[src/accel_regs_pkg.sv]
package accel_regs_pkg;
    // register offsets
    localparam logic [7:0] OFS_MOTION_SRC = 8'h16;
    localparam logic [7:0] OFS_STATUS = 8'h17;
    localparam logic [7:0] OFS_LATCH_REL = 8'h19;
    localparam logic [7:0] OFS_MAIN_CTL = 8'h1a;
    localparam logic [7:0] OFS_RESET_CTL = 8'h1b;
    localparam logic [7:0] OFS_RATE_CTL = 8'h1c;
    localparam logic [7:0] OFS_MOTION_CTL = 8'h1d;
    localparam logic [7:0] OFS_SELFCHECK = 8'h10;
    // reset values, selfcheck responses and release read value
    localparam logic [7:0] RST_MAIN_CTL = 8'h00;
    localparam logic [7:0] RST_RESET_CTL = 8'h3f;
    localparam logic [7:0] RST_RATE_CTL = 8'h98;
    localparam logic [7:0] RST_MOTION_CTL = 8'h40;
    localparam logic [7:0] SELFCHECK_IDLE = 8'h55;
    localparam logic [7:0] SELFCHECK_ACTIVE = 8'haa;
    localparam logic [7:0] LATCH_REL_DUMMY = 8'h00;
    // field positions
    localparam int BIT_WAKE_FLAG = 7;
    localparam int BIT_SLEEP_FLAG = 6;
    localparam int BIT_PENDING = 4;
    localparam int BIT_WAKE_STATE = 0;
    localparam int BIT_OPERATE = 7;
    localparam int BIT_PERF = 6;
    localparam int BIT_NEW_SAMPLE = 5;
    localparam int BIT_RANGE_HI = 4;
    localparam int BIT_RANGE_LO = 3;
    localparam int BIT_TAP_EN = 2;
    localparam int BIT_STEP_EN = 1;
    localparam int BIT_ORIENT_EN = 0;
    localparam int BIT_REBOOT = 7;
    localparam int BIT_SELFCHECK = 6;
    localparam int BIT_DEBOUNCE = 7;
    localparam int BIT_THRESH_KIND = 6;
    localparam int BIT_WAKE_EN = 5;
    localparam int BIT_SLEEP_EN = 4;
    localparam int BIT_HIGHPASS_EN = 3;
    // reboot timing
    localparam int REBOOT_TIME_US = 50;
    localparam int CLK_MHZ = 20;
    localparam int REBOOT_CYCLES = REBOOT_TIME_US * CLK_MHZ;

    // range choice decoded from the two select bits
    typedef enum logic [1:0] {
        RANGE_2G = 2'b00,
        RANGE_4G = 2'b01,
        RANGE_8G = 2'b10
    } range_t;

    // motion event bundle from the engines
    typedef struct packed {
        logic wake;
        logic sleep;
        logic [5:0] axis;
    } motion_evt_t;

    // register access strobe bundle
    typedef struct packed {
        logic rd;
        logic wr;
        logic [7:0] addr;
        logic [7:0] wdata;
    } reg_req_t;
endpackage

[src/accel_irq_status_control_regs.sv]
`timescale 1ns/10ps
module accel_irq_status_control_regs #(
    parameter int REBOOT_CYCLES = accel_regs_pkg::REBOOT_CYCLES
) (
    input wire logic clk,
    input wire logic reset,
    input wire logic clk_en,
    input wire accel_regs_pkg::reg_req_t req,
    input wire accel_regs_pkg::motion_evt_t motion_evt,
    input wire logic other_src_pending,
    input wire logic new_sample,
    input wire logic buffer_full_flag,
    input wire logic buffer_watermark_flag,
    input wire logic step_watermark_flag,
    input wire logic manual_wake,
    input wire logic manual_sleep,
    output logic [7:0] rdata,
    output logic wr_nack,
    output logic source_clear,
    output logic irq_latched,
    output logic operate_select,
    output logic perf_mode_select,
    output logic new_sample_irq_enable,
    output accel_regs_pkg::range_t range_sel,
    output logic tap_engine_enable,
    output logic step_engine_enable,
    output logic orientation_engine_enable,
    output logic [5:0] orient_masks,
    output logic [1:0] orientation_rate,
    output logic [2:0] tap_rate,
    output logic [2:0] wake_rate,
    output logic debounce_decrement,
    output logic threshold_kind,
    output logic wake_engine_enable,
    output logic sleep_engine_enable,
    output logic highpass_output_enable,
    output logic [2:0] sleep_rate,
    output logic reboot_active
);

    ////////////////////////////////////////////////////////////////////////////
    // access decode
    logic rd_rel;
    logic rd_selfcheck;
    logic wr_main;
    logic wr_reset_ctl;
    logic wr_rate;
    logic wr_motion;
    logic [7:0] main_ctl_q;
    logic [7:0] reset_ctl_q;
    logic [7:0] rate_ctl_q;
    logic [7:0] motion_ctl_q;
    logic [7:0] selfcheck_q;
    logic wake_flag_q;
    logic sleep_flag_q;
    logic [5:0] axis_q;
    logic data_ready_q;
    logic wake_state_q;
    logic pending;
    logic [15:0] reboot_cnt_q;
    logic reboot_done;

    // read-only offsets take no write and no side effect
    function automatic logic is_wr(input accel_regs_pkg::reg_req_t r, input logic [7:0] a);
        return r.wr && !r.rd && (r.addr == a);
    endfunction

    assign rd_rel = clk_en && req.rd && (req.addr == accel_regs_pkg::OFS_LATCH_REL);
    assign rd_selfcheck = clk_en && req.rd && (req.addr == accel_regs_pkg::OFS_SELFCHECK);
    assign wr_main = clk_en && is_wr(req, accel_regs_pkg::OFS_MAIN_CTL) && !reboot_active;
    assign wr_reset_ctl = clk_en && is_wr(req, accel_regs_pkg::OFS_RESET_CTL) && !reboot_active;
    assign wr_rate = clk_en && is_wr(req, accel_regs_pkg::OFS_RATE_CTL) && !reboot_active;
    assign wr_motion = clk_en && is_wr(req, accel_regs_pkg::OFS_MOTION_CTL) && !reboot_active;
    // last counted cycle of the reboot, while reboot_active still stands
    assign reboot_done = clk_en && (reboot_cnt_q == 16'h0001);

    ////////////////////////////////////////////////////////////////////////////
    // control registers, reloaded to defaults by soft reboot
    always_ff @(posedge clk or posedge reset) begin
        if (reset) begin
            main_ctl_q <= accel_regs_pkg::RST_MAIN_CTL;
        end else if (reboot_done) begin
            main_ctl_q <= accel_regs_pkg::RST_MAIN_CTL;
        end else if (wr_main) begin
            main_ctl_q <= req.wdata;
        end
    end

    // rate control: orientation, tap and wake rate codes
    always_ff @(posedge clk or posedge reset) begin
        if (reset) begin
            rate_ctl_q <= accel_regs_pkg::RST_RATE_CTL;
        end else if (reboot_done) begin
            rate_ctl_q <= accel_regs_pkg::RST_RATE_CTL;
        end else if (wr_rate) begin
            rate_ctl_q <= req.wdata;
        end
    end

    // motion engine control
    always_ff @(posedge clk or posedge reset) begin
        if (reset) begin
            motion_ctl_q <= accel_regs_pkg::RST_MOTION_CTL;
        end else if (reboot_done) begin
            motion_ctl_q <= accel_regs_pkg::RST_MOTION_CTL;
        end else if (wr_motion) begin
            motion_ctl_q <= req.wdata;
        end
    end

    ////////////////////////////////////////////////////////////////////////////
    // reboot, selfcheck and orientation mask register
    always_ff @(posedge clk or posedge reset) begin
        if (reset) begin
            reset_ctl_q <= accel_regs_pkg::RST_RESET_CTL;
        end else if (clk_en) begin
            if (reboot_done) begin
                reset_ctl_q <= accel_regs_pkg::RST_RESET_CTL;
            end else if (wr_reset_ctl) begin
                reset_ctl_q <= req.wdata;
            end else if (rd_selfcheck && selfcheck_q == accel_regs_pkg::SELFCHECK_ACTIVE) begin
                reset_ctl_q[accel_regs_pkg::BIT_SELFCHECK] <= 1'b0;
            end
        end
    end

    // reboot counter runs while the reboot bit stands
    always_ff @(posedge clk or posedge reset) begin
        if (reset) begin
            reboot_cnt_q <= 16'h0000;
        end else if (clk_en) begin
            if (wr_reset_ctl && req.wdata[accel_regs_pkg::BIT_REBOOT]) begin
                reboot_cnt_q <= 16'(REBOOT_CYCLES - 1);
            end else if (reboot_cnt_q != 16'h0000) begin
                reboot_cnt_q <= reboot_cnt_q - 16'h0001;
            end
        end
    end

    // no acknowledge for the byte that starts the reboot
    always_ff @(posedge clk or posedge reset) begin
        if (reset) begin
            wr_nack <= 1'b0;
        end else if (clk_en) begin
            wr_nack <= wr_reset_ctl && req.wdata[accel_regs_pkg::BIT_REBOOT];
        end
    end

    // selfcheck response register
    always_ff @(posedge clk or posedge reset) begin
        if (reset) begin
            selfcheck_q <= accel_regs_pkg::SELFCHECK_IDLE;
        end else if (clk_en) begin
            if (wr_reset_ctl && req.wdata[accel_regs_pkg::BIT_SELFCHECK]) begin
                selfcheck_q <= accel_regs_pkg::SELFCHECK_ACTIVE;
            end else if (rd_selfcheck) begin
                selfcheck_q <= accel_regs_pkg::SELFCHECK_IDLE;
            end
        end
    end

    ////////////////////////////////////////////////////////////////////////////
    // latched motion source flags, set beats release clear
    always_ff @(posedge clk or posedge reset) begin
        if (reset) begin
            wake_flag_q <= 1'b0;
            sleep_flag_q <= 1'b0;
            axis_q <= 6'h00;
        end else if (clk_en) begin
            if (motion_evt.wake && motion_ctl_q[accel_regs_pkg::BIT_WAKE_EN]) begin
                wake_flag_q <= 1'b1;
                axis_q <= motion_evt.axis;
            end else if (rd_rel) begin
                wake_flag_q <= 1'b0;
                axis_q <= 6'h00;
            end
            if (motion_evt.sleep && motion_ctl_q[accel_regs_pkg::BIT_SLEEP_EN]) begin
                sleep_flag_q <= 1'b1;
            end else if (rd_rel) begin
                sleep_flag_q <= 1'b0;
            end
        end
    end

    // data ready source, gated by new-sample enable
    always_ff @(posedge clk or posedge reset) begin
        if (reset) begin
            data_ready_q <= 1'b0;
        end else if (clk_en) begin
            if (new_sample && main_ctl_q[accel_regs_pkg::BIT_NEW_SAMPLE]) begin
                data_ready_q <= 1'b1;
            end else if (rd_rel) begin
                data_ready_q <= 1'b0;
            end
        end
    end

    // wake or sleep state, awake after power-up
    always_ff @(posedge clk or posedge reset) begin
        if (reset) begin
            wake_state_q <= 1'b1;
        end else if (clk_en) begin
            if (manual_wake || (motion_evt.wake && motion_ctl_q[accel_regs_pkg::BIT_WAKE_EN])) begin
                wake_state_q <= 1'b1;
            end else if (manual_sleep ||
                         (motion_evt.sleep && motion_ctl_q[accel_regs_pkg::BIT_SLEEP_EN])) begin
                wake_state_q <= 1'b0;
            end
        end
    end

    // summary: buffer and step watermarks are not released here
    assign pending = wake_flag_q || sleep_flag_q || data_ready_q || other_src_pending ||
                     buffer_full_flag || buffer_watermark_flag || step_watermark_flag;

    ////////////////////////////////////////////////////////////////////////////
    // read data, release strobe and latched pin
    always_ff @(posedge clk or posedge reset) begin
        if (reset) begin
            rdata <= 8'h00;
            source_clear <= 1'b0;
            irq_latched <= 1'b0;
        end else if (clk_en) begin
            source_clear <= rd_rel;
            irq_latched <= pending && !rd_rel;
            if (req.rd) begin
                case (req.addr)
                    accel_regs_pkg::OFS_MOTION_SRC: rdata <= {wake_flag_q, sleep_flag_q, axis_q};
                    accel_regs_pkg::OFS_STATUS: rdata <= {3'h0, pending, 3'h0, wake_state_q};
                    accel_regs_pkg::OFS_LATCH_REL: rdata <= accel_regs_pkg::LATCH_REL_DUMMY;
                    accel_regs_pkg::OFS_MAIN_CTL: rdata <= main_ctl_q;
                    accel_regs_pkg::OFS_RESET_CTL: rdata <= reset_ctl_q;
                    accel_regs_pkg::OFS_RATE_CTL: rdata <= rate_ctl_q;
                    accel_regs_pkg::OFS_MOTION_CTL: rdata <= motion_ctl_q;
                    accel_regs_pkg::OFS_SELFCHECK: rdata <= selfcheck_q;
                    default: rdata <= 8'h00;
                endcase
            end
        end
    end

    ////////////////////////////////////////////////////////////////////////////
    // registered control outputs
    always_ff @(posedge clk or posedge reset) begin
        if (reset) begin
            operate_select <= 1'b0;
            perf_mode_select <= 1'b0;
            new_sample_irq_enable <= 1'b0;
            range_sel <= accel_regs_pkg::RANGE_2G;
            tap_engine_enable <= 1'b0;
            step_engine_enable <= 1'b0;
            orientation_engine_enable <= 1'b0;
            orient_masks <= 6'h3f;
            orientation_rate <= 2'h2;
            tap_rate <= 3'h3;
            wake_rate <= 3'h0;
            debounce_decrement <= 1'b0;
            threshold_kind <= 1'b1;
            wake_engine_enable <= 1'b0;
            sleep_engine_enable <= 1'b0;
            highpass_output_enable <= 1'b0;
            sleep_rate <= 3'h0;
            reboot_active <= 1'b0;
        end else if (clk_en) begin
            operate_select <= main_ctl_q[accel_regs_pkg::BIT_OPERATE];
            perf_mode_select <= main_ctl_q[accel_regs_pkg::BIT_PERF];
            new_sample_irq_enable <= main_ctl_q[accel_regs_pkg::BIT_NEW_SAMPLE];
            if (main_ctl_q[accel_regs_pkg::BIT_RANGE_HI]) begin
                range_sel <= accel_regs_pkg::RANGE_8G;
            end else if (main_ctl_q[accel_regs_pkg::BIT_RANGE_LO]) begin
                range_sel <= accel_regs_pkg::RANGE_4G;
            end else begin
                range_sel <= accel_regs_pkg::RANGE_2G;
            end
            tap_engine_enable <= main_ctl_q[accel_regs_pkg::BIT_TAP_EN];
            step_engine_enable <= main_ctl_q[accel_regs_pkg::BIT_STEP_EN];
            orientation_engine_enable <= main_ctl_q[accel_regs_pkg::BIT_ORIENT_EN];
            orient_masks <= reset_ctl_q[5:0];
            orientation_rate <= rate_ctl_q[7:6];
            tap_rate <= rate_ctl_q[5:3];
            wake_rate <= rate_ctl_q[2:0];
            debounce_decrement <= motion_ctl_q[accel_regs_pkg::BIT_DEBOUNCE];
            threshold_kind <= motion_ctl_q[accel_regs_pkg::BIT_THRESH_KIND];
            wake_engine_enable <= motion_ctl_q[accel_regs_pkg::BIT_WAKE_EN];
            sleep_engine_enable <= motion_ctl_q[accel_regs_pkg::BIT_SLEEP_EN];
            highpass_output_enable <= motion_ctl_q[accel_regs_pkg::BIT_HIGHPASS_EN];
            sleep_rate <= motion_ctl_q[2:0];
            reboot_active <= (wr_reset_ctl && req.wdata[accel_regs_pkg::BIT_REBOOT]) ||
                             (reboot_cnt_q > 16'h0001);
        end
    end
endmodule

[config.mk]
export PLATFORM = sky130hd
export DESIGN_NAME = accel_irq_status_control_regs
export DESIGN_NICKNAME = d
export VERILOG_FILES = /design/src/accel_regs_pkg.sv /design/src/accel_irq_status_control_regs.sv
export SDC_FILE = /design/constraint.sdc
export NUM_CORES = 1
export LEC_CHECK = 0
export ABC_AREA = 0
export BUFFER_PORTS_ARGS = -buffer_cell sky130_fd_sc_hd__buf_2
export CAP_MARGIN = 5
export CORE_MARGIN = 2
export CORE_UTILIZATION = 51
export DETAILED_ROUTE_END_ITERATION = 16
export PLACE_DENSITY = 0.76
export SLEW_MARGIN = 20
export SYNTH_ARGS = -nofsm -noshare
export SYNTH_HDL_FRONTEND = slang
export SYNTH_SLANG_ARGS = --single-unit
[constraint.sdc]
create_clock -name clk -period 2.8 [get_ports clk]
set_input_delay 0.28 -clock clk [delete_from_list [all_inputs] [get_ports clk]]
set_output_delay 0.28 -clock clk [all_outputs]
set_load 0.02 [all_outputs]
# Yosys cells after proc, flatten, opt, wreduce, memory -nomap -nowiden

Index checks and enable logic that the tools add are counted.

Register bits: 108
Word-level logic and storage cells: 129

$add $sub $neg: 1
Magnitude comparators: 1
Equality and inequality tests: 10
Multiplexer cells: 26
Reduce and logical (&&, ||, !) cells: 57

Operators with widths:

| kind                                                | count |
|---|---|
| 2-to-1 mux 8 bit                                    | 9 |
| == test 8 x 5 -> 1 bit, second input constant       | 8 |
| one-hot mux 8 bit (7 select lines)                  | 1 |
| 2-to-1 mux 16 bit                                   | 2 |
| logical AND 1 bit                                   | 24 |
| nonzero test 2 bit                                  | 10 |
| 2-to-1 mux 6 bit                                    | 3 |
| AND reduction 2 bit                                 | 9 |
| == test 16 x 1 -> 1 bit, second input constant      | 1 |
| > comparator 16 x 1 -> 1 bit, second input constant | 1 |
| nonzero test 16 bit                                 | 1 |
| subtractor 16 x 1 -> 16 bit, second input constant  | 1 |
| 2-to-1 mux 1 bit                                    | 10 |
| logical OR 1 bit                                    | 9 |
| == test 8 bit, second input constant                | 1 |
| zero test 1 bit                                     | 3 |
| nonzero test 3 bit                                  | 1 |
| 2-to-1 mux 2 bit                                    | 1 |

# Logic depth before layout (Yosys ltp)

Gate-level depths: netlist (run 1).

Depth after elaboration: 8
Gate-level depth with buffers: 7

# Least setup slack after synthesis (run 1)

Ideal clock, no wire load.

Path kind: reg2reg
From: reg reboot_cnt_q[2]
To: reg reboot_cnt_q[15]
Library setup time: 78 ps
Arrival time: 2238 ps
Data required time: 2722 ps
Setup slack: 484 ps
Stages on the path, launching flop included: 6
Buffers on the path: 1
Period minus slack after synthesis: 2316 ps
Cell sequence: dfrtp_1 or4_4 or4_4 buf_6 or4_1 a21oi_1

Longest elaborated chain between the ends: 3
Elaborated cells on any way between the ends: 6

Ends and longest elaborated chain:

| what                                                               | line                                                                       | source |
|---|---|---|
| from (decl)                                                        | accel_irq_status_control_regs.sv:60                                        | `logic [15:0] reboot_cnt_q;` |
| from (signal assigned)                                             | accel_irq_status_control_regs.sv:133                                       | `reboot_cnt_q <= 16'(REBOOT_CYCLES - 1);` |
| from (signal assigned)                                             | accel_irq_status_control_regs.sv:135                                       | `reboot_cnt_q <= reboot_cnt_q - 16'h0001;` |
| subtractor 16 x 1 -> 16 bit or nonzero test 16 bit (tied branches) | accel_irq_status_control_regs.sv:135, accel_irq_status_control_regs.sv:134 |  |
| 2-to-1 mux 16 bit or nonzero test 2 bit (tied branches)            | --                                                                         |  |
| 2-to-1 mux 16 bit or AND reduction 2 bit (tied branches)           | --                                                                         |  |

Parallel ways exist; a longest one is shown, timed or not. The select of a mux whose other input is x is not followed.
A chain may end at the register's enable or synchronous reset.

# Worst setup path after layout (run 1)

From: reg reboot_cnt_q[2]
To: reg motion_ctl_q[6]

Longest elaborated chain between the ends: 3
Elaborated cells on any way between the ends: 4

Ends and longest elaborated chain:

| what                                                   | line                                 | source |
|---|---|---|
| == test 16 x 1 -> 1 bit (*)                            | accel_irq_status_control_regs.sv:75  | `assign reboot_done = clk_en && (reboot_cnt_q == 16'h0001);` |
| logical AND 1 bit (*)                                  | accel_irq_status_control_regs.sv:75  |  |
| 2-to-1 mux 8 bit or nonzero test 2 bit (tied branches) | --                                   |  |
| to (signal assigned)                                   | accel_irq_status_control_regs.sv:103 | `motion_ctl_q <= accel_regs_pkg::RST_MOTION_CTL;` |
| to (signal assigned)                                   | accel_irq_status_control_regs.sv:105 | `motion_ctl_q <= accel_regs_pkg::RST_MOTION_CTL;` |
| to (signal assigned)                                   | accel_irq_status_control_regs.sv:107 | `motion_ctl_q <= req.wdata;` |
| to (decl)                                              | accel_irq_status_control_regs.sv:52  | `logic [7:0] motion_ctl_q;` |

Every way passes the cells marked *; elsewhere a longest branch is shown, timed or not.

==> results of run 1 <==
metal layers:
metal	share of wire [%]	wire (um)	up-vias	global-route usage [%]
met5	0	0	-	0
met2	48	5939	149	37.80
met3	6.4	791	17	4.154
met4	1.4	175	0	6.564
met1	44	5429	2005	32.51
li1	-	-	1857	-
Yosys cell counts (3+ instances only):
cell type,number
nand2_1,45
dfrtp_1,80
and2_0,3
a22oi_1,5
clkbuf_1,21
and3_1,9
a211oi_1,3
nor2_1,37
nand3b_1,4
dfstp_2,22
a21oi_1,22
or3b_2,3
inv_1,12
or3_1,7
o211ai_1,3
and2_1,4
nand2b_1,6
o21ai_0,20
a21o_1,5
or2_2,3
o2bb2ai_1,5
buf_1,6
o41ai_1,3
mux2i_1,44
mux2_2,29
ha_1,3
nand3_1,14
buf_2,4
or4_1,4
nor4_1,10
nand4b_1,4
state kept, by name, summed over array words and instances, names as in the netlist, 2 cells and up:
| signal | count |
|---|---|
| reboot_cnt_q | 16 |
| main_ctl_q | 8 |
| motion_ctl_q | 8 |
| rate_ctl_q | 8 |
| rdata | 8 |
| reset_ctl_q | 8 |
| axis_q | 6 |
| orient_masks | 6 |
| sleep_rate | 3 |
| tap_rate | 3 |
| wake_rate | 3 |
| orientation_rate | 2 |
| range_sel | 2 |
| selfcheck_q | 2 |
report_power, final:
part	internal, mW	switching [mW]
clock network	0.445	0.540
registers	1.76	0.218
logic	0.348	0.483
cells by family after synthesis:
logic type | share of synthesized area, %
multiplexers | 15.12
flip-flops | 50.85
AND/OR/NAND/NOR | 18.03
adder cells (fa/ha/maj) | 0.7399
AO/OA/AOI/OAI | 11.59
XOR/XNOR | 0.1727
buffers and inverters | 3.502
metrics by stage:
stage	setup WS (ps)	instances	utilization (%)
floorplan	484.0	477	-
detailed placement	371.0	667	57.61
global placement	371.8	667	57.61
CTS	350.9	683	59.74
global route	99.39	683	59.74
finish	332.2	683	59.74
final timing paths:
path,from,endpoint,slack (ps),cells after the start
worst max-delay path,reboot_cnt_q[2],motion_ctl_q[6],330,4
worst min-delay path,reset,sleep_rate[2],0.7,3
worst max register to register,reboot_cnt_q[2],motion_ctl_q[6],330,4
worst min register to register,wake_state_q,wake_state_q,480,2
max in group asynchronous,reset,orient_masks[0],2340,3
min in group clk,motion_evt[5],axis_q[5],120,3
cell type report:
| cell class | instances | share of cell area [%] |
|---|---|---|
| multi-input combinational | 331 | 39.96 |
| clock buffer | 10 | 2.368 |
| timing repair buffer | 89 | 8.396 |
| inverter | 12 | 0.8396 |
| sequential | 102 | 44.39 |
| tap | 133 | 2.863 |
| clock inverter | 6 | 1.184 |
tightest hold or removal path: stages:
cell and delay [ps]:
buf_2 110, clkinvlp_4 70, buf_12 360
==> run summary, run 1 <==
The slew at the pin closest to its max-slew limit came out at 666.8 ps. The sum of internal, switching and leakage power came out at 3.796 mW. The filler cell count is 853. The count of final max-slew check failures came out at 0.

The core box area came out at 9729 sq um. The routed design could run at a clock period as short as 2468 ps. The post-detailed-route wirelength per cell is 18.06 um. The area share of the leading cell type in the synthesized netlist is 39.46%.

The register area came out at 2580 sq um. After synthesis the netlist holds a flip-flop and latch count of 102. For this design, the CTS-stage hold fixing added 0 buffers. Buffers added to address setup during post-CTS repair amount to 0. The cell count after synthesis came out at 477. The maximum frequency from static timing analysis came out at 0.4052 GHz. The growth of design area from synthesis to finish came out at 14.55%.

The reported max-cap violation count is 0. The number of top-level pins is 78. Leaving out fill and tap cells, the most frequent cell in the layout is dfrtp_1. The leakage power is 2.826 nW. The half-perimeter wire length after placement came out at 8.445 mm. Clock tree synthesis found a total of 102 sinks. The post-synth net total came out at 516. The clock transition at the register clock pins on the worst setup and hold paths after CTS is 110 ps. The post-detailed-route DRC marker count came out at 0. The stage delay of the slowest cell on the critical path came out at 630 ps. The total global routing track utilization came out at 23.34%.

The die boundary width is 103.7 um. The summed negative setup slack over all endpoints is 0 ps. Setup repair after global routing left no endpoint under its margin. Summing all placed instances gives a cell area of 5605 sq um. The final hold violation count came out at 0. The CTS tree is done. The critical path is of the reg -> reg type. Sorting the synthesized cells by area gives the leading types as dfrtp_1 39%, dfstp_2 11%, mux2i_1 8.7%. For this block, the initial DRC count from the detailed router was 294.

The first-pass GRT wire length is 20.31 mm. The area of the mapped netlist is 5074 sq um. The number of global-route vias before repair came out at 3987. After detailed routing, the number of vias per cell comes to 5.898. The antenna violation net count after detailed routing is 0. For this run, the register share of the synthesized area comes to 50.85%.

The worst slew margin relative to its limit is 54.40%. The commonest register cell after synthesis is dfrtp_1. For the worst setup path, the data arrival time is 2780 ps.

In this run the power density over the cells is 653.1 nW/um^2. The via count of the routed design is 4028. The highest ir drop seen on vdd is 0.0003093 V.

Across all hold checks on the routed design, the worst slack comes to 0.6837 ps. The placer congestion estimate is 0.9197. The number of enable flip-flop cells after synthesis is 0. The clock skew is 12.00 ps. The die covers 10760 sq um. In this run the worst hold path is classified as in -> async. The maximum number of buffers from clock root to sink came out at 2. The residual overflow from global routing is 0. Setup violations remaining at the end of the flow were counted as 0. The number of library cell types mapped by synthesis is 59. 0 antenna diodes ended up in the layout. The total detailed-routing wirelength is 12.34 mm. The layout cell share with drive strength beyond 1 came out at 31.27%.

STA classifies the critical path startpoint as a register. The post-route standard cell area excluding fillers came out at 5812 sq um. The net total in the final layout is 584. The number of antenna violations at the first check in global routing came to 0. The library cells used most frequently in the layout, excluding fill and tap cells, are 80 x dfrtp_1, 77 x buf_2, 45 x nand2_1. Clock latency on the worst-skew pair, taken at its later pin, is 380 ps. Post-CTS repair changed the size of 0 cells. The count of synthesis-stage warnings from yosys is 0. The number of port buffers is 77. The combined area of the multi-input logic cells came out at 2322 sq um.

In this design, the critical path's most frequently occurring cell is or4_4. The cell family contributing the most delay on the critical path is simple AND/OR/NAND/NOR gates. The sum of buffers and inverters on the critical path came out at 0. The clock tree synthesis step divided the H-tree into 3 levels.

On the critical path, the stage with the largest delay is an instance of or4_4. Dividing the synthesized area by the synthesized cell count gives 10.64 sq um. Along the worst path, the maximum fanout reaches 10. Of all cell types, the one taking the most synthesized area is dfrtp_1.

Data on the critical path is required at its endpoint by 3110 ps. The number of buffers added by the clock tree synthesis step is 9. Of all flip-flops after synthesis, the portion carrying an async set or reset was 100.0%. The largest net degree at the start of global routing came out at 103. In this run the clock root is driven by a clkbuf_8.

The first detailed-routing pass ran for 5 iterations. The die is 103.7 um tall. The post-route clock period utilization is 88.14%. Traced cell by cell, the critical path runs through or4_4 > or4_4 > or3_1 > nand2_1.

The run finished with clean final reports. The initial cell density of the core is 52.15%. The critical path capture point type is a register. The floorplan has 36 rows.
No activity file was read; power rests on OpenSTA's default activity.
==> inputs of run 2 (changes only) <==
==> constraint.sdc (replaced) <==
create_clock -name clk -period 2.8 [get_ports clk]
set_input_delay 0 -clock clk [delete_from_list [all_inputs] [get_ports clk]]
set_output_delay 0 -clock clk [all_outputs]
set_load 0.02 [all_outputs]
==> run 2 against run 1 <==
Compared with the run above: flip-flop and latch count is the same; total power is 1.4% lower; global-route usage grew 0.73 points; critical path type unchanged; critical endpoint is now reboot_cnt_q[10]; largest cell class unchanged.
==> run summary, run 2 (synthesis results as in run 1) <==
Outcome: complete, no violations (unchanged). The flip-flop count of the largest register after layout is 16 (unchanged). The worst hold path begins at step_watermark_flag. The growth of design area from synthesis to finish came to 17.53% (was 14.55%).

The largest net degree at the start of global routing is 54 (was 103). The stage delay of the slowest cell on the critical path came out at 680 ps (was 630 ps). The post-detailed-route DRC marker count is 0 (unchanged). The family of cells with the greatest summed delay on the critical path was compound AO/OA/AOI/OAI gates (was simple AND/OR/NAND/NOR gates). The post-route clock period utilization came out at 85.74% (was 88.14%). The die boundary width was 103.7 um (unchanged). The post-detailed-route wirelength per cell came out at 17.88 um (was 18.06 um). The total detailed-routing wirelength is 12.50 mm (was 12.34 mm).

The register-to-register path setup slack is 400 ps (was 330 ps). The highest ir drop seen on vdd came out at 0.0005220 V (was 0.0003093 V). The number of antenna violations at the first check in global routing came out at 0 (unchanged). The initial cell density of the core is 52.15% (unchanged). The cell with the largest stage delay on the worst path is or4b_2 (was or4_4).

The maximum frequency from static timing analysis was 0.4165 GHz (was 0.4052 GHz). The clock transition at the register clock pins on the worst setup and hold paths after CTS is 100 ps (was 110 ps). The worst slew margin relative to its limit is 41.45% (was 54.40%).

The startpoint kind of the worst setup timing path is a register (unchanged). The critical path class is reg -> reg (unchanged). The half-perimeter wire length after placement is 8.719 mm (was 8.445 mm). The number of buffers added by the clock tree synthesis step is 9 (unchanged). The maximum number of buffers from clock root to sink is 2 (unchanged). The cell area reported after detailed placement is 5582 sq um (was 5605 sq um). The final hold violation count came out at 0 (unchanged). The count of H-tree levels built during CTS is 3 (unchanged).

The sum of internal, switching and leakage power came out at 3.743 mW (was 3.796 mW). The number of setup violations in the final report came out at 0 (unchanged). Crit-path cells: inv_1 > ha_1 > or4b_2 > o311ai_0 > o21ai_0 > a21oi_1 (was or4_4 > or4_4 > or3_1 > nand2_1). The slew at the pin closest to its max-slew limit came out at 870.2 ps (was 666.8 ps). The met2 routed wirelength came out at 6.392 mm (was 5.939 mm). The uppermost signal routing layer after detailed routing is met4 (unchanged). The die footprint is 10760 sq um (unchanged). The count of standard-cell rows is 36 (unchanged). The most common library cell in the layout ignoring fill and taps is dfrtp_1 (unchanged). The largest fanout on the critical path is 7 (was 10).

The post-route standard cell area excluding fillers came out at 5963 sq um (was 5812 sq um). The first-pass GRT wire length is 20.76 mm (was 20.31 mm). The launch point of the worst reg-to-reg path was reboot_cnt_q[1] (was reboot_cnt_q[2]). The path class of the lowest-slack min-delay path is in -> reg (was in -> async). The layout cell share with drive strength beyond 1 was 29.33% (was 31.27%). The CTS tree is done (unchanged). The sum of buffers and inverters on the critical path came out at 1 (was 0). The critical path arrival is 2700 ps (was 2780 ps). The initial DRC count came to 269 (was 294). The critical path capture point type was a register (unchanged). The core box area came to 9729 sq um (unchanged).

The via count of the routed design came out at 4104 (was 4028). The pre-CTS worst setup slack is 404.6 ps (was 371.0 ps). The endpoint required time on the critical path is 3100 ps (was 3110 ps).

The net total in the final layout came out at 600 (was 584). The residual overflow from global routing is 0 (unchanged). The count of antenna diodes in the layout came out at 0 (unchanged). The routed metal-1 wirelength was 5.281 mm (was 5.429 mm). The sum of met3 wire segment lengths after detailed routing came to 664 um (was 791 um). The number of port buffers came to 77 (unchanged). The end of the worst register-to-register path is reboot_cnt_q[10] (was motion_ctl_q[6]). The number of top-level pins is 78 (unchanged). The final worst hold slack came out at 65.28 ps (was 0.6837 ps).

The setup slack after layout came to 399.2 ps (was 332.2 ps). Counting instances, the worst hold path has a depth of 4. The number of post-CTS setup repair buffers came out at 0 (unchanged). The placer congestion estimate is 0.9003 (was 0.9197). The die outline height is 103.7 um (unchanged). The depth of the worst register-to-register path is 6 (was 4).

The antenna violation net count after detailed routing came out at 0 (unchanged). The number of clock sinks is 102 (unchanged). The total global routing track utilization is 24.07% (was 23.34%). The summed negative setup slack over all endpoints is 0 ps (unchanged). The worst min-delay path endpoint is irq_latched. The clock insertion delay at the later pin of the skew report is 380 ps (about the same). The number of global-route vias before repair came out at 4148 (was 3987). The final critical-path required period is 2401 ps (was 2468 ps). The total power per unit cell area is 627.7 nW/um^2 (was 653.1 nW/um^2). The clock skew came out at 11.73 ps (was 12.00 ps). The leakage power is 2.886 nW (was 2.826 nW). The count of final max-slew check failures is 0 (unchanged). Setup repair after global routing missed its margin: no (unchanged).

The clock tree root buffer cell is clkbuf_8 (unchanged). Most frequent cells in the layout: 80 x dfrtp_1, 77 x buf_2, 45 x nand2_1 (unchanged). The detailed-router iteration count before antenna repair is 4 (was 5). The reported max-cap violation count came to 0 (unchanged). The top register by number of flip-flops is reboot_cnt_q (unchanged). The via count normalized by instance count is 5.871 (was 5.898).
==> run 2: worst max path at each step <==
stage | from | endpoint | slack, ps | depth (start not counted)
floorplan | reset | axis_q[0] | 160 | 1
global placement | reboot_cnt_q[2] | reset_ctl_q[1] | 470 | 4
detailed placement | reboot_cnt_q[1] | reboot_cnt_q[10] | 400 | 6
CTS | reboot_cnt_q[2] | rate_ctl_q[4] | 390 | 4
global route | reboot_cnt_q[1] | reboot_cnt_q[10] | 240 | 6
finish | reboot_cnt_q[1] | reboot_cnt_q[10] | 400 | 6
==> run 2: through the flow <==
step / utilization [%] / instances
after floorplan: - / 477
after detailed placement: 57.37 / 664
after global routing: 61.29 / 699
after CTS: 61.29 / 699
final: 61.29 / 699
after global placement: 57.37 / 664
==> run 2: repair_timing <==
item                                   in CTS  in global routing
gates resized for setup                     0                  0
endpoints found under the hold margin      85                  0
hold buffers                               19                  0
==> run 2: routing by layer <==
| layer | global-route usage (%) | vias up |
|---|---|---|
| met5 | 0 | - |
| met4 | 6.081 | 0 |
| met3 | 6.104 | 14 |
| met2 | 41.44 | 130 |
| met1 | 30.50 | 2061 |
| li1 | - | 1899 |
==> run 2: power by group <==
part	internal, mW	switching (mW)	total, mW
Clock	0.421	0.503	0.924
Combinational	0.362	0.476	0.838
Sequential	1.76	0.217	1.98
==> run 2: layout make-up <==
class	instances	area (sq um)
Fill cell	824	3766
Sequential cell	102	2580
Multi-Input combinational cell	331	2322
Timing Repair Buffer	105	655.6
Tap cell	133	166.4
Clock buffer	12	135.1
Clock inverter	4	56.30
Inverter	12	47.55
==> run 2: tightest hold or removal path, cell delays in order <==
cell and delay (ps):
buf_2 80, nor4_1 70, a21oi_1 130, a22o_1 140
